$ cat src/inc/adcs_pkg.sv
// Shared constants for the conversion sequencer: timing, word layout and states.
package adcs_pkg;
  // System clock rate that the periods and the start-up wait below are converted against.
  localparam int CLK_HZ           = 50_000_000;
  // Conversion periods per filter, in milliseconds.
  localparam int SLOW_PERIOD_MS   = 100;
  localparam int FAST_PERIOD_MS   = 60;
  // Filter settling times, in milliseconds, and the conversion cycles they span.
  localparam int SLOW_SETTLE_MS   = 300;
  localparam int FAST_SETTLE_MS   = 120;
  localparam int SLOW_SETTLE_CONV = SLOW_SETTLE_MS / SLOW_PERIOD_MS;
  localparam int FAST_SETTLE_CONV = FAST_SETTLE_MS / FAST_PERIOD_MS;
  // Internal oscillator start-up wait, in microseconds.
  localparam int CLK_START_US     = 1000;
  // Derived cycle counts; all exceed 4096 and are overridable on the top module.
  localparam int SLOW_PERIOD_CYC  = SLOW_PERIOD_MS * (CLK_HZ / 1000);
  localparam int FAST_PERIOD_CYC  = FAST_PERIOD_MS * (CLK_HZ / 1000);
  localparam int CLK_START_CYC    = CLK_START_US * (CLK_HZ / 1_000_000);
  localparam int CNT_W            = 24;
  localparam int CONV_CNT_W       = 2;
  // Result word layout: value, zero pad, then an eight-bit status byte.
  localparam int RESULT_BITS      = 20;
  localparam int PAD_BITS         = 4;
  localparam int WORD_BITS        = 32;
  localparam int BIT_CNT_W        = 6;
  localparam int ST_RDY           = 7;
  localparam int ST_FILTER        = 6;
  localparam int ST_ERR           = 5;
  localparam int ST_ID_LSB        = 3;
  localparam int ST_GAIN          = 2;
  localparam int ST_PAT_LSB       = 0;
  // Sequencer states, Gray coded along off, start-up, settle, run.
  typedef enum logic [1:0] {
    ST_OFF     = 2'h0,
    ST_STARTUP = 2'h1,
    ST_SETTLE  = 2'h3,
    ST_RUN     = 2'h2
  } adcs_state_t;
endpackage : adcs_pkg

$ cat src/rtl/adcs_shifter.sv
// Result word holder and serial shifter driven by sampled serial clock edges.
`timescale 1ns/100ps
module adcs_shifter #(
  parameter int WORD_W = adcs_pkg::WORD_BITS
) (
  input  wire logic              clk,
  input  wire logic              rst,
  input  wire logic              clr,
  input  wire logic              load,
  input  wire logic [WORD_W-1:0] word_in,
  input  wire logic              sclk_rise,
  input  wire logic              sclk_fall,
  output logic                   bit_out,
  output logic                   done
);
  logic [WORD_W-1:0]              sreg_reg, sreg_next;
  logic [adcs_pkg::BIT_CNT_W-1:0] cnt_reg, cnt_next;
  logic                           started_reg, started_next;
  logic                           bit_reg, bit_next;
  logic                           done_reg, done_next;

  // A load restarts the interface, so a half-read old word is simply abandoned.
  always_comb
  begin
    sreg_next    = sreg_reg;
    cnt_next     = cnt_reg;
    started_next = started_reg;
    bit_next     = bit_reg;
    done_next    = 1'b0;
    if (clr || load)
    begin
      sreg_next    = load ? word_in : '0;
      cnt_next     = '0;
      started_next = 1'b0;
      bit_next     = 1'b0;
    end
    else if (sclk_fall && cnt_reg < adcs_pkg::BIT_CNT_W'(WORD_W))
    begin
      started_next = 1'b1;
      if (started_reg)
      begin
        sreg_next = {sreg_reg[WORD_W-2:0], 1'b0};
        bit_next  = sreg_reg[WORD_W-2];
      end
      else
      begin
        bit_next = sreg_reg[WORD_W-1];
      end
    end
    else if (sclk_rise && started_reg && cnt_reg < adcs_pkg::BIT_CNT_W'(WORD_W))
    begin
      cnt_next  = cnt_reg + 1'b1;
      done_next = (cnt_reg == adcs_pkg::BIT_CNT_W'(WORD_W - 1));
    end
  end

  // Shifter state registers.
  always_ff @(posedge clk or posedge rst)
  begin
    if (rst)
    begin
      sreg_reg    <= '0;
      cnt_reg     <= '0;
      started_reg <= 1'b0;
      bit_reg     <= 1'b0;
      done_reg    <= 1'b0;
    end
    else
    begin
      sreg_reg    <= sreg_next;
      cnt_reg     <= cnt_next;
      started_reg <= started_next;
      bit_reg     <= bit_next;
      done_reg    <= done_next;
    end
  end

  assign bit_out = bit_reg;
  assign done    = done_reg;
endmodule : adcs_shifter

$ cat src/rtl/adcs_sequencer.sv
// Conversion sequencer: rate and gain select, settling, power-down and ready line.
// Function
// - Filter pin low 16.7 Hz, high 10 Hz.
// - Filter change resets modulator, restarts conversions.
// - Settling: three slow periods, two fast periods.
// - First result after full settling, then periodic.
// - Ready line high throughout settling after change.
// - Gain pin low 128, high 1.
// - Gain change resets and resettles like filter.
// - Power-down: clock off, switch open, output released.
// - Power-down resets logic, interface, filter, modulator.
// - After power-up wait oscillator start, then enable.
// - Full internal reset at supply power-up.
// - Every completed conversion updates the data register.
// - Ready line low when new result present.
// - Word: 20-bit value, four zeros, status byte.
// - Each result readable once; read ends ready.
`timescale 1ns/100ps
module adcs_sequencer #(
  parameter int         SLOW_PERIOD_CYC = adcs_pkg::SLOW_PERIOD_CYC,
  parameter int         FAST_PERIOD_CYC = adcs_pkg::FAST_PERIOD_CYC,
  parameter int         CLK_START_CYC   = adcs_pkg::CLK_START_CYC,
  parameter int         RESULT_W        = adcs_pkg::RESULT_BITS,
  parameter logic [1:0] ID_CODE         = 2'h2, // Arbitrary identity value.
  parameter logic [1:0] PAT_CODE        = 2'h1  // Arbitrary check pattern.
) (
  input  wire logic                SYS_CLK,
  input  wire logic                RST,
  input  wire logic                POWERDOWN_RESET_N,
  input  wire logic                FILTER_SEL,
  input  wire logic                GAIN_SEL,
  input  wire logic                SCLK,
  input  wire logic [RESULT_W-1:0] CONV_RESULT,
  input  wire logic                CONV_OVERRANGE,
  output logic                     DOUT_RDY_N_O,
  output logic                     DOUT_RDY_N_OE,
  output logic                     BRIDGE_LOW_SIDE_SWITCH,
  output logic                     MOD_RESET,
  output logic                     FILTER_10HZ,
  output logic                     GAIN_128
);
  localparam int CW = adcs_pkg::CNT_W;
  localparam int VW = adcs_pkg::CONV_CNT_W;

  adcs_pkg::adcs_state_t        state_reg, state_next;
  logic [CW-1:0]                cnt_reg, cnt_next;
  logic [VW-1:0]                conv_reg, conv_next;
  logic                         filt_reg, filt_next, gain_reg, gain_next;
  logic                         ready_reg, ready_next, sclk_reg;
  logic                         dout_reg, dout_next, oe_reg, oe_next, sw_reg, sw_next, mrst_reg, mrst_next;
  logic                         load, tick, pre_tick, sel_change, sh_bit, sh_done;
  logic [CW-1:0]                period;
  logic [VW-1:0]                settle_conv;
  logic [adcs_pkg::WORD_BITS-1:0] word;

  // Period and settling length follow the currently latched filter choice.
  always_comb
  begin
    period      = filt_reg ? CW'(SLOW_PERIOD_CYC) : CW'(FAST_PERIOD_CYC);
    settle_conv = filt_reg ? VW'(adcs_pkg::SLOW_SETTLE_CONV) : VW'(adcs_pkg::FAST_SETTLE_CONV);
    tick        = (cnt_reg == period - 1'b1);
    pre_tick    = (cnt_reg == period - 2'h2);
    sel_change  = (FILTER_SEL != filt_reg) || (GAIN_SEL == gain_reg);
  end

  // Result word: value, zero pad, then status byte with ready bit cleared.
  always_comb
  begin
    word = {CONV_RESULT, {adcs_pkg::PAD_BITS{1'b0}}, 8'h00};
    word[adcs_pkg::ST_RDY]                  = 1'b0;
    word[adcs_pkg::ST_FILTER]               = filt_reg;
    word[adcs_pkg::ST_ERR]                  = CONV_OVERRANGE;
    word[adcs_pkg::ST_ID_LSB +: 2]          = ID_CODE;
    word[adcs_pkg::ST_GAIN]                 = !gain_reg;
    word[adcs_pkg::ST_PAT_LSB +: 2]         = PAT_CODE;
  end

  // Sequencer next state: power gating, oscillator wait, settling and free run.
  always_comb
  begin
    state_next = state_reg;
    cnt_next   = cnt_reg + 1'b1;
    conv_next  = conv_reg;
    filt_next  = FILTER_SEL;
    gain_next  = !GAIN_SEL; // Held as a gain-128 flag so the pin output needs no gate.
    ready_next = ready_reg;
    load       = 1'b0;
    mrst_next  = 1'b0;
    sw_next    = 1'b1;
    oe_next    = 1'b1;
    case (state_reg)
      adcs_pkg::ST_OFF:
      begin
        cnt_next   = '0;
        conv_next  = '0;
        ready_next = 1'b0;
        mrst_next  = 1'b1;
        sw_next    = 1'b0;
        oe_next    = 1'b0;
        if (POWERDOWN_RESET_N)
          state_next = adcs_pkg::ST_STARTUP;
      end
      adcs_pkg::ST_STARTUP:
      begin
        mrst_next = 1'b1;
        sw_next   = 1'b0;
        oe_next   = 1'b0;
        if (cnt_reg == CW'(CLK_START_CYC - 1))
        begin
          cnt_next   = '0;
          conv_next  = '0;
          sw_next    = 1'b1;
          oe_next    = 1'b1;
          mrst_next  = 1'b0;
          state_next = adcs_pkg::ST_SETTLE;
        end
      end
      adcs_pkg::ST_SETTLE:
      begin
        ready_next = 1'b0;
        if (tick)
        begin
          cnt_next  = '0;
          conv_next = conv_reg + 1'b1;
          if (conv_reg == settle_conv - 1'b1)
          begin
            load       = 1'b1;
            ready_next = 1'b1;
            state_next = adcs_pkg::ST_RUN;
          end
        end
      end
      adcs_pkg::ST_RUN:
      begin
        if (sh_done)
          ready_next = 1'b0;
        if (pre_tick)
          ready_next = 1'b0; // Blank the line just before the register changes.
        if (tick)
        begin
          cnt_next   = '0;
          load       = 1'b1;
          ready_next = 1'b1;
        end
      end
      default:
      begin
        state_next = adcs_pkg::ST_OFF;
      end
    endcase
    // A select change restarts settling from the top, whatever the run phase.
    if ((state_reg == adcs_pkg::ST_SETTLE || state_reg == adcs_pkg::ST_RUN) && sel_change)
    begin
      state_next = adcs_pkg::ST_SETTLE;
      cnt_next   = '0;
      conv_next  = '0;
      ready_next = 1'b0;
      load       = 1'b0;
      mrst_next  = 1'b1;
    end
    // Power-down overrides everything but the filter and gain latches, which keep following their pins, and holds the rest of the block in reset.
    if (!POWERDOWN_RESET_N)
    begin
      state_next = adcs_pkg::ST_OFF;
      cnt_next   = '0;
      conv_next  = '0;
      ready_next = 1'b0;
      load       = 1'b0;
      mrst_next  = 1'b1;
      sw_next    = 1'b0;
      oe_next    = 1'b0;
    end
    // Ones are read whenever no fresh result is pending; a load shows low at once, never a stale bit.
    dout_next = ready_next ? (load ? 1'b0 : sh_bit) : 1'b1;
  end

  // Sequencer registers; the asynchronous reset doubles as the power-on reset.
  always_ff @(posedge SYS_CLK or posedge RST)
  begin
    if (RST)
    begin
      state_reg <= adcs_pkg::ST_OFF;
      cnt_reg   <= '0;
      conv_reg  <= '0;
      filt_reg  <= 1'b0;
      gain_reg  <= 1'b1;
      ready_reg <= 1'b0;
      sclk_reg  <= 1'b1;
      dout_reg  <= 1'b1;
      oe_reg    <= 1'b0;
      sw_reg    <= 1'b0;
      mrst_reg  <= 1'b1;
    end
    else
    begin
      state_reg <= state_next;
      cnt_reg   <= cnt_next;
      conv_reg  <= conv_next;
      filt_reg  <= filt_next;
      gain_reg  <= gain_next;
      ready_reg <= ready_next;
      sclk_reg  <= SCLK;
      dout_reg  <= dout_next;
      oe_reg    <= oe_next;
      sw_reg    <= sw_next;
      mrst_reg  <= mrst_next;
    end
  end

  // The shifter is cleared by any modulator reset so no stale word survives.
  adcs_shifter #(
    .WORD_W    (adcs_pkg::WORD_BITS)
  ) u_shifter (
    .clk       (SYS_CLK),
    .rst       (RST),
    .clr       (mrst_next),
    .load      (load),
    .word_in   (word),
    .sclk_rise (SCLK && !sclk_reg),
    .sclk_fall (!SCLK && sclk_reg),
    .bit_out   (sh_bit),
    .done      (sh_done)
  );

  assign DOUT_RDY_N_O           = dout_reg;
  assign DOUT_RDY_N_OE          = oe_reg;
  assign BRIDGE_LOW_SIDE_SWITCH = sw_reg;
  assign MOD_RESET              = mrst_reg;
  assign FILTER_10HZ            = filt_reg;
  assign GAIN_128               = gain_reg;

  // Checks on the sequencing.
  property p_filter_follow;
    @(posedge SYS_CLK) disable iff (RST) 1'b1 |=> (FILTER_10HZ == $past(FILTER_SEL));
  endproperty
  a_filter_follow: assert property (p_filter_follow) else $error("Filter select not applied.");

  property p_sel_restart;
    @(posedge SYS_CLK) disable iff (RST)
      (POWERDOWN_RESET_N && (state_reg == adcs_pkg::ST_RUN) && (FILTER_SEL != filt_reg))
      |=> (state_reg == adcs_pkg::ST_SETTLE) && MOD_RESET && (DOUT_RDY_N_O || !DOUT_RDY_N_OE);
  endproperty
  a_sel_restart: assert property (p_sel_restart) else $error("Filter change did not restart.");

  property p_settle_bound;
    @(posedge SYS_CLK) disable iff (RST) (state_reg == adcs_pkg::ST_SETTLE) |-> (conv_reg < settle_conv);
  endproperty
  a_settle_bound: assert property (p_settle_bound) else $error("Settling overran its cycle count.");

  property p_first_result;
    @(posedge SYS_CLK) disable iff (RST)
      $rose(ready_reg) |-> $past(state_reg == adcs_pkg::ST_RUN) || $past(conv_reg == settle_conv - 1'b1);
  endproperty
  a_first_result: assert property (p_first_result) else $error("Result before settling ended.");

  property p_settle_high;
    @(posedge SYS_CLK) disable iff (RST)
      (state_reg == adcs_pkg::ST_SETTLE) ##1 (state_reg == adcs_pkg::ST_SETTLE) |-> DOUT_RDY_N_O;
  endproperty
  a_settle_high: assert property (p_settle_high) else $error("Ready line low during settling.");

  property p_gain_map;
    @(posedge SYS_CLK) disable iff (RST) 1'b1 |=> (GAIN_128 == !$past(GAIN_SEL));
  endproperty
  a_gain_map: assert property (p_gain_map) else $error("Gain select not applied.");

  property p_powerdown;
    @(posedge SYS_CLK) disable iff (RST)
      !POWERDOWN_RESET_N |=> !DOUT_RDY_N_OE && !BRIDGE_LOW_SIDE_SWITCH && MOD_RESET && !ready_reg;
  endproperty
  a_powerdown: assert property (p_powerdown) else $error("Power-down not honoured.");

  property p_startup_quiet;
    @(posedge SYS_CLK) disable iff (RST)
      (state_reg == adcs_pkg::ST_STARTUP) |-> !DOUT_RDY_N_OE && !BRIDGE_LOW_SIDE_SWITCH;
  endproperty
  a_startup_quiet: assert property (p_startup_quiet) else $error("Output enabled before clock start.");

  property p_ready_low;
    @(posedge SYS_CLK) disable iff (RST) $rose(ready_reg) && !sh_done |-> DOUT_RDY_N_O == sh_bit ##0 !DOUT_RDY_N_O;
  endproperty
  a_ready_low: assert property (p_ready_low) else $error("Ready line not low on new result.");

  property p_read_once;
    @(posedge SYS_CLK) disable iff (RST)
      sh_done && !tick && !sel_change && POWERDOWN_RESET_N |=> !ready_reg ##1 DOUT_RDY_N_O;
  endproperty
  a_read_once: assert property (p_read_once) else $error("Result readable twice.");

  c_first_result: cover property (@(posedge SYS_CLK) disable iff (RST) $rose(ready_reg));
  c_full_read:    cover property (@(posedge SYS_CLK) disable iff (RST) sh_done);
  c_gain_change:  cover property (@(posedge SYS_CLK) disable iff (RST)
                    (state_reg == adcs_pkg::ST_RUN) && (GAIN_SEL == gain_reg));
endmodule : adcs_sequencer

$ cat config.mk
export PLATFORM = sky130hd
export DESIGN_NAME = adcs_sequencer
export DESIGN_NICKNAME = d
export VERILOG_FILES = /design/src/inc/adcs_pkg.sv /design/src/rtl/adcs_shifter.sv /design/src/rtl/adcs_sequencer.sv
export SDC_FILE = /design/constraint.sdc
export NUM_CORES = 1
export LEC_CHECK = 0
export BUFFER_PORTS_ARGS = -buffer_cell sky130_fd_sc_hd__clkbuf_2
export CORE_MARGIN = 5
export CORE_UTILIZATION = 56
export CTS_BUF_LIST = sky130_fd_sc_hd__clkbuf_4
export DETAILED_ROUTE_END_ITERATION = 10
export GPL_ROUTABILITY_DRIVEN = 0
export PLACE_DENSITY = 0.76
export REMOVE_ABC_BUFFERS = 1
export SLEW_MARGIN = 10
export SYNTH_ARGS = -nofsm -noshare
export SYNTH_HDL_FRONTEND = slang
export SYNTH_HIERARCHICAL = 1
export SYNTH_SLANG_ARGS = --single-unit
$ cat constraint.sdc
create_clock -name SYS_CLK -period 2.99 [get_ports SYS_CLK]
set_clock_uncertainty 0.1 [all_clocks]
set_input_delay 0.4485 -clock SYS_CLK [delete_from_list [all_inputs] [get_ports SYS_CLK]]
set_output_delay 0.4485 -clock SYS_CLK [all_outputs]
set_load 0.01 [all_outputs]
Word-level counts from Yosys, hierarchy flattened
Index checks and enable logic that the tools add are counted.

Output and inout bits: 6. Register bits after elaboration: 76. Input port bits: 27. Word-level logic and storage cells: 113.

Multiplexer cells: 54. $add $sub $neg: 6. $lt $le $gt $ge: 1. Reductions and logical operators: 22. Equal/unequal tests: 15.

Operator list (count): $mux W32 (4); $mux W24 (4); $pmux W24 S3 (1); $eq A24 B24 Y1 (2); $mux W1 (26); $add A24 B1 Y24 const B (1); $eq A24 B16 Y1 const B (1); $sub A23 B1 Y24 const B (1); $sub A23 B2 Y24 const B (1); $mux W23 (1); $mux W2 (9); $mux W6 (3); $pmux W2 S3 (2); $ne A4 B3 Y1 const B (2); $add A6 B1 Y6 const B (1); $eq A6 B5 Y1 const B (1); $logic_and A1 B1 Y1 (6); $lt A6 B6 Y1 const B (1); $pmux W1 S2 (3); $reduce_bool A2 Y1 (3); $ne A5 B1 Y1 const B (1); $eq A2 B2 Y1 const B (2); $logic_not A1 Y1 (4); $ne A4 B4 Y1 const B (1); other kinds (14) (17).

Logic depth before layout (Yosys ltp)
Depth in word-level cells: 11. Depth in mapped cells: 12.

Hierarchy
Netlist, hierarchy kept.

By module, submodules not included: adcs_sequencer (instances 1, area each 1943.1 µm², cells an instance 202, seq. area each 880.8 µm²); adcs_shifter (instances 1, area each 1941.9 µm², cells an instance 150, seq. area each 1026.0 µm²).

Least setup slack after synthesis
Ideal clock, no wire load.

Path type: register -> register. Start: register, netlist name cnt_reg[0]. End: register u_shifter.sreg_reg[10]. Buffers on the path: 2. Required time: 2765 ps. Cell stages (with the launch flop): 12. Setup slack: 92 ps. Data arrival time: 2674 ps. Library setup time: 125 ps. Period minus slack after synthesis: 2898 ps. Path through: dfrtp_1 ha_1 nand3_1 or3_1 nor3_1 o21a_1 nand2_1 or2_1 buf_6 a21oi_4 buf_6 mux2_2.

RTL lines: to (signal assigned) (RTL line adcs_shifter.sv:70) `sreg_reg <= sreg_next;`; to (decl) (RTL line adcs_shifter.sv:16) `logic [WORD_W-1:0] sreg_reg, sreg_next;`.

==> results.tsv <==
stage	metric	value	unit
outcome	run status	completed	
global_routing	first-pass GRT wire length	13100	µm
hold_path	Hold Path Origin	GAIN_SEL	
timing	Slew headroom	57.6	%
floorplan	Top Ports	33	
floorplan	Die H	93.3	µm
synthesis	post-synthesis adder-cell area fraction	0.966	%
critical_path	CP startpoint kind	flop	
detailed_routing	DR vias/cell	5.75	
detailed_routing	total iterations of the first detailed-routing run	4	
floorplan	Die Wd	93.3	µm
clock_network	Root Driver	clkbuf_4	
cells_and_area	final net count	438	
global_routing	pin count of the biggest net entering global routing	42	
placed_design	Setup WS pre-CTS	0.0885	ns
cells_and_area	area grow syn2layout	15.1	%
synthesis	largest family of logic cells by synthesized area	simple AND/OR/NAND/NOR gates	
synthesis	xor/xnor share of the synthesized area	5.86	%
pwr	Final Power	0.00175	W
clock_network	Clock transition at path regs	0.13	ns
synthesis	Syn Inst Count	352	
detailed_routing	drt initial violations	122	
synthesis	post-synthesis simple-gate area fraction	18.1	%
pwr	part of the power in registers	59.3	%
detailed_routing	drt wl/cell	15.7	µm
timing	Setup violations, final	0	
synthesis	top cells by area, synth	dfrtp_1 46%, mux2_2 8.1%, a22o_1 7.2%, xor2_1 4.3%, nor2_1 3.6%	
global_routing	total gr overflow	0	
synthesis	area leader, netlist	dfrtp_1	
pwr	clock group share of total power	36.6	%
timing	fmax	344	MHz
placed_design	Final HPWL DP	4990	µm
detailed_routing	Detail Route met2 WL	3700	µm
synthesis	netlist area before placement	3880	µm²
synthesis	mean post-synth cell area	11.0	µm²
pwr	leak pwr	2.05	nW
detailed_routing	vias	2835	
synthesis	EDFF count, synth	0	
global_routing	vias in the first global route	2815	
synthesis	Ys Warns	6	
placed_design	Port Buf Inserts	32	
synthesis	post-synthesis mux area share	9.24	%
floorplan	core area	6760	µm²
critical_path	type of the worst setup path	flop to flop	
floorplan	Initial Util	57.5	%
detailed_routing	final antenna-violating net count	0	
critical_path	element type at the critical path end	flop	
critical_path	Critical Path Source	cnt_reg[18]	
global_routing	Total GRT Usage	18.8	%
clock_network	TritonCTS buffer count	9	
critical_path	Crit Reg-Reg Startpoint	cnt_reg[18]	
timing	Final WS setup	0.0852	ns
critical_path	crit path max fanout	15	
synthesis	Synth Area in Compound Gates	12.3	%
synthesis	register bit total from synthesis	76	
floorplan	# rows	30	
detailed_routing	met3 routed WL	388	µm
clock_network	H-tree levels	3	
timing	max-slew violation count	0	
pwr	Worst VDD drop	0.000263	V
timing	Final Hold Fails	0	
clock_network	CTS Buffer Depth	2	
timing	Tcrit/Tclk final	97.1	%
detailed_routing	final wirelength	7730	µm
cells_and_area	Largest register FFs	32	
clock_network	worst skew pair latency	0.44	ns
synthesis	post-synthesis sequential area ratio	49.1	%
synthesis	synth unique cells	51	
clock_network	Clock Sink Count	76	
cells_and_area	share of cells above drive strength 1	27.4	%
synthesis	asr flop ratio synth	100	%
job	MaxCap Viol Count	0	
detailed_routing	DRC errors left	0	
clock_network	TritonCTS clock tree	yes	
hold_path	worst hold path class	input port to flop	
detailed_routing	wl on met1	3550	µm
pwr	Int Pwr	0.00132	W
timing	Worst Tran Pin Value	0.632	ns
cells_and_area	n_diodes	0	
pwr	sw frac	24.6	%
synthesis	top-area cell type share of the netlist area	46.4	%
critical_path	required time worst endpoint	3.21	ns
pwr	Logic pwr share	4.1	%
floorplan	die area	8700	µm²
synthesis	Main synth FF type	dfrtp_1	
critical_path	Crit path arrival time	3.12	ns
placed_design	Inst Count DP	471	
timing	min Tclk post-route	2.90	ns
cells_and_area	post-layout util	66.2	%
pwr	PwrDens	392	nW/µm²
cells_and_area	post-route insts no fill	493	
global_routing	antenna violations before repair	0	
pwr	NetSw	0.000431	W
detailed_routing	Max Used Layer	met4	
## cells in the final DEF (no fill, tap or decap), types with 9 or more instances in the layout
cell,n
nand2_1,18
clkbuf_2,32
conb_1,9
mux2_2,28
clkbuf_4,10
inv_1,10
nand4_1,10
buf_4,17
a22o_1,32
nand3_1,14
xor2_1,19
nor2_1,36
dfrtp_1,72
## power by group through the flow
stage          logic (W)  clock network [W]  registers (W)
2_1_floorplan  0.0000349                  0        0.00106
3_3_place_gp   0.0000704                  0        0.00106
3_5_place_dp   0.0000709                  0        0.00106
4_1_cts        0.0000734           0.000663        0.00104
5_1_grt        0.0000839           0.000702        0.00104
6_report       0.0000726           0.000641        0.00104
## worst max-delay path, cell delays in order, from the launching register on
cell	delay, ns
dfrtp_1	0.40
or4b_1	0.54
or3_1	0.35
nor3_2	0.16
o21a_1	0.15
nand2_1	0.08
or2_4	0.28
a21oi_4	0.14
buf_12	0.14
buf_12	0.14
mux2_2	0.33
## kinds of logic (layout without fill, tap and decap cells)
family | count (synthesis) | count (layout)
adders and majority gates | 3 | 3
AOI/OAI and AO/OA | 59 | 59
muxes | 32 | 32
buffers and inverters | 29 | 83
other | 2 | 9
DFF | 76 | 76
and+or+nand+nor | 125 | 125
xor gates and xnor gates | 26 | 26
## area by class of cell
cell class | instances | area, µm²
Sequential cell | 76 | 1910
Timing Repair Buffer | 57 | 438
Multi-Input combinational cell | 254 | 1850
Inverter | 10 | 37.5
Clock inverter | 6 | 66.3
Tap cell | 80 | 100
Fill cell | 535 | 2280
Clock buffer | 10 | 75.1
## stage by stage
| step | setup TNS [ns] | cell area [µm²] | hold WS [ns] |
|---|---|---|---|
| finish | 0 | 4470 | 0.0511 |
| global placement | 0 | 4230 | 0.374 |
| detailed placement | 0 | 4230 | 0.390 |
| CTS | 0 | 4390 | 0.0231 |
| global route | -0.0635 | 4470 | 0.0183 |
| floorplan | -6.94 | 3780 | 0.353 |
## cell usage after synthesis (2+ instances only)
| library cell | number |
|---|---|
| dfrtp_1 | 72 |
| nor2_1 | 37 |
| a22o_1 | 32 |
| mux2_2 | 28 |
| xor2_1 | 19 |
| nand2_1 | 18 |
| nand3_1 | 14 |
| inv_1 | 10 |
| nand4_1 | 10 |
| clkbuf_1 | 9 |
| and3_1 | 7 |
| xnor2_1 | 7 |
| a21oi_1 | 6 |
| buf_6 | 6 |
| or3_1 | 5 |
| a211oi_1 | 4 |
| dfstp_2 | 4 |
| nor2b_1 | 4 |
| nor3_1 | 4 |
| o21a_1 | 4 |
| buf_4 | 3 |
| ha_1 | 3 |
| mux2_1 | 3 |
| nor4_1 | 3 |
| nor4bb_1 | 3 |
| o21ai_0 | 3 |
| a311o_1 | 2 |
| and2_1 | 2 |
| and4_1 | 2 |
| conb_1 | 2 |
| nand2b_1 | 2 |
| nand3b_1 | 2 |
| nor3b_1 | 2 |
| nor4b_2 | 2 |
| o211ai_1 | 2 |
## routing by layer
| metal | vias up | global-route usage, % |
|---|---|---|
| met5 | - | 0 |
| met4 | 0 | 5.86 |
| met3 | 8 | 5.63 |
| met2 | 73 | 29.8 |
| met1 | 1379 | 24.9 |
| li1 | 1375 | - |
## repair_timing
action | CTS | global route
setup buffers | 0 | 2
resized for setup | 0 | 2
hold buffers | 2 | 0
endpoints found under the hold margin | 27 | 0
endpoints found under the setup margin | 0 | 31
## path summary, 6_finish.rpt
kind	endpoint	slack, ns	cells after the start
max	u_shifter/sreg_reg[21]	0.09	10
min	GAIN_128	0.05	2
max reg2reg	u_shifter/sreg_reg[21]	0.09	10
min reg2reg	u_shifter/sreg_reg[5]	0.42	1
max in group asynchronous	u_shifter/sreg_reg[2]	1.85	4
min in group asynchronous	cnt_reg[10]	0.55	4
Power figures use the tool's default switching activity.
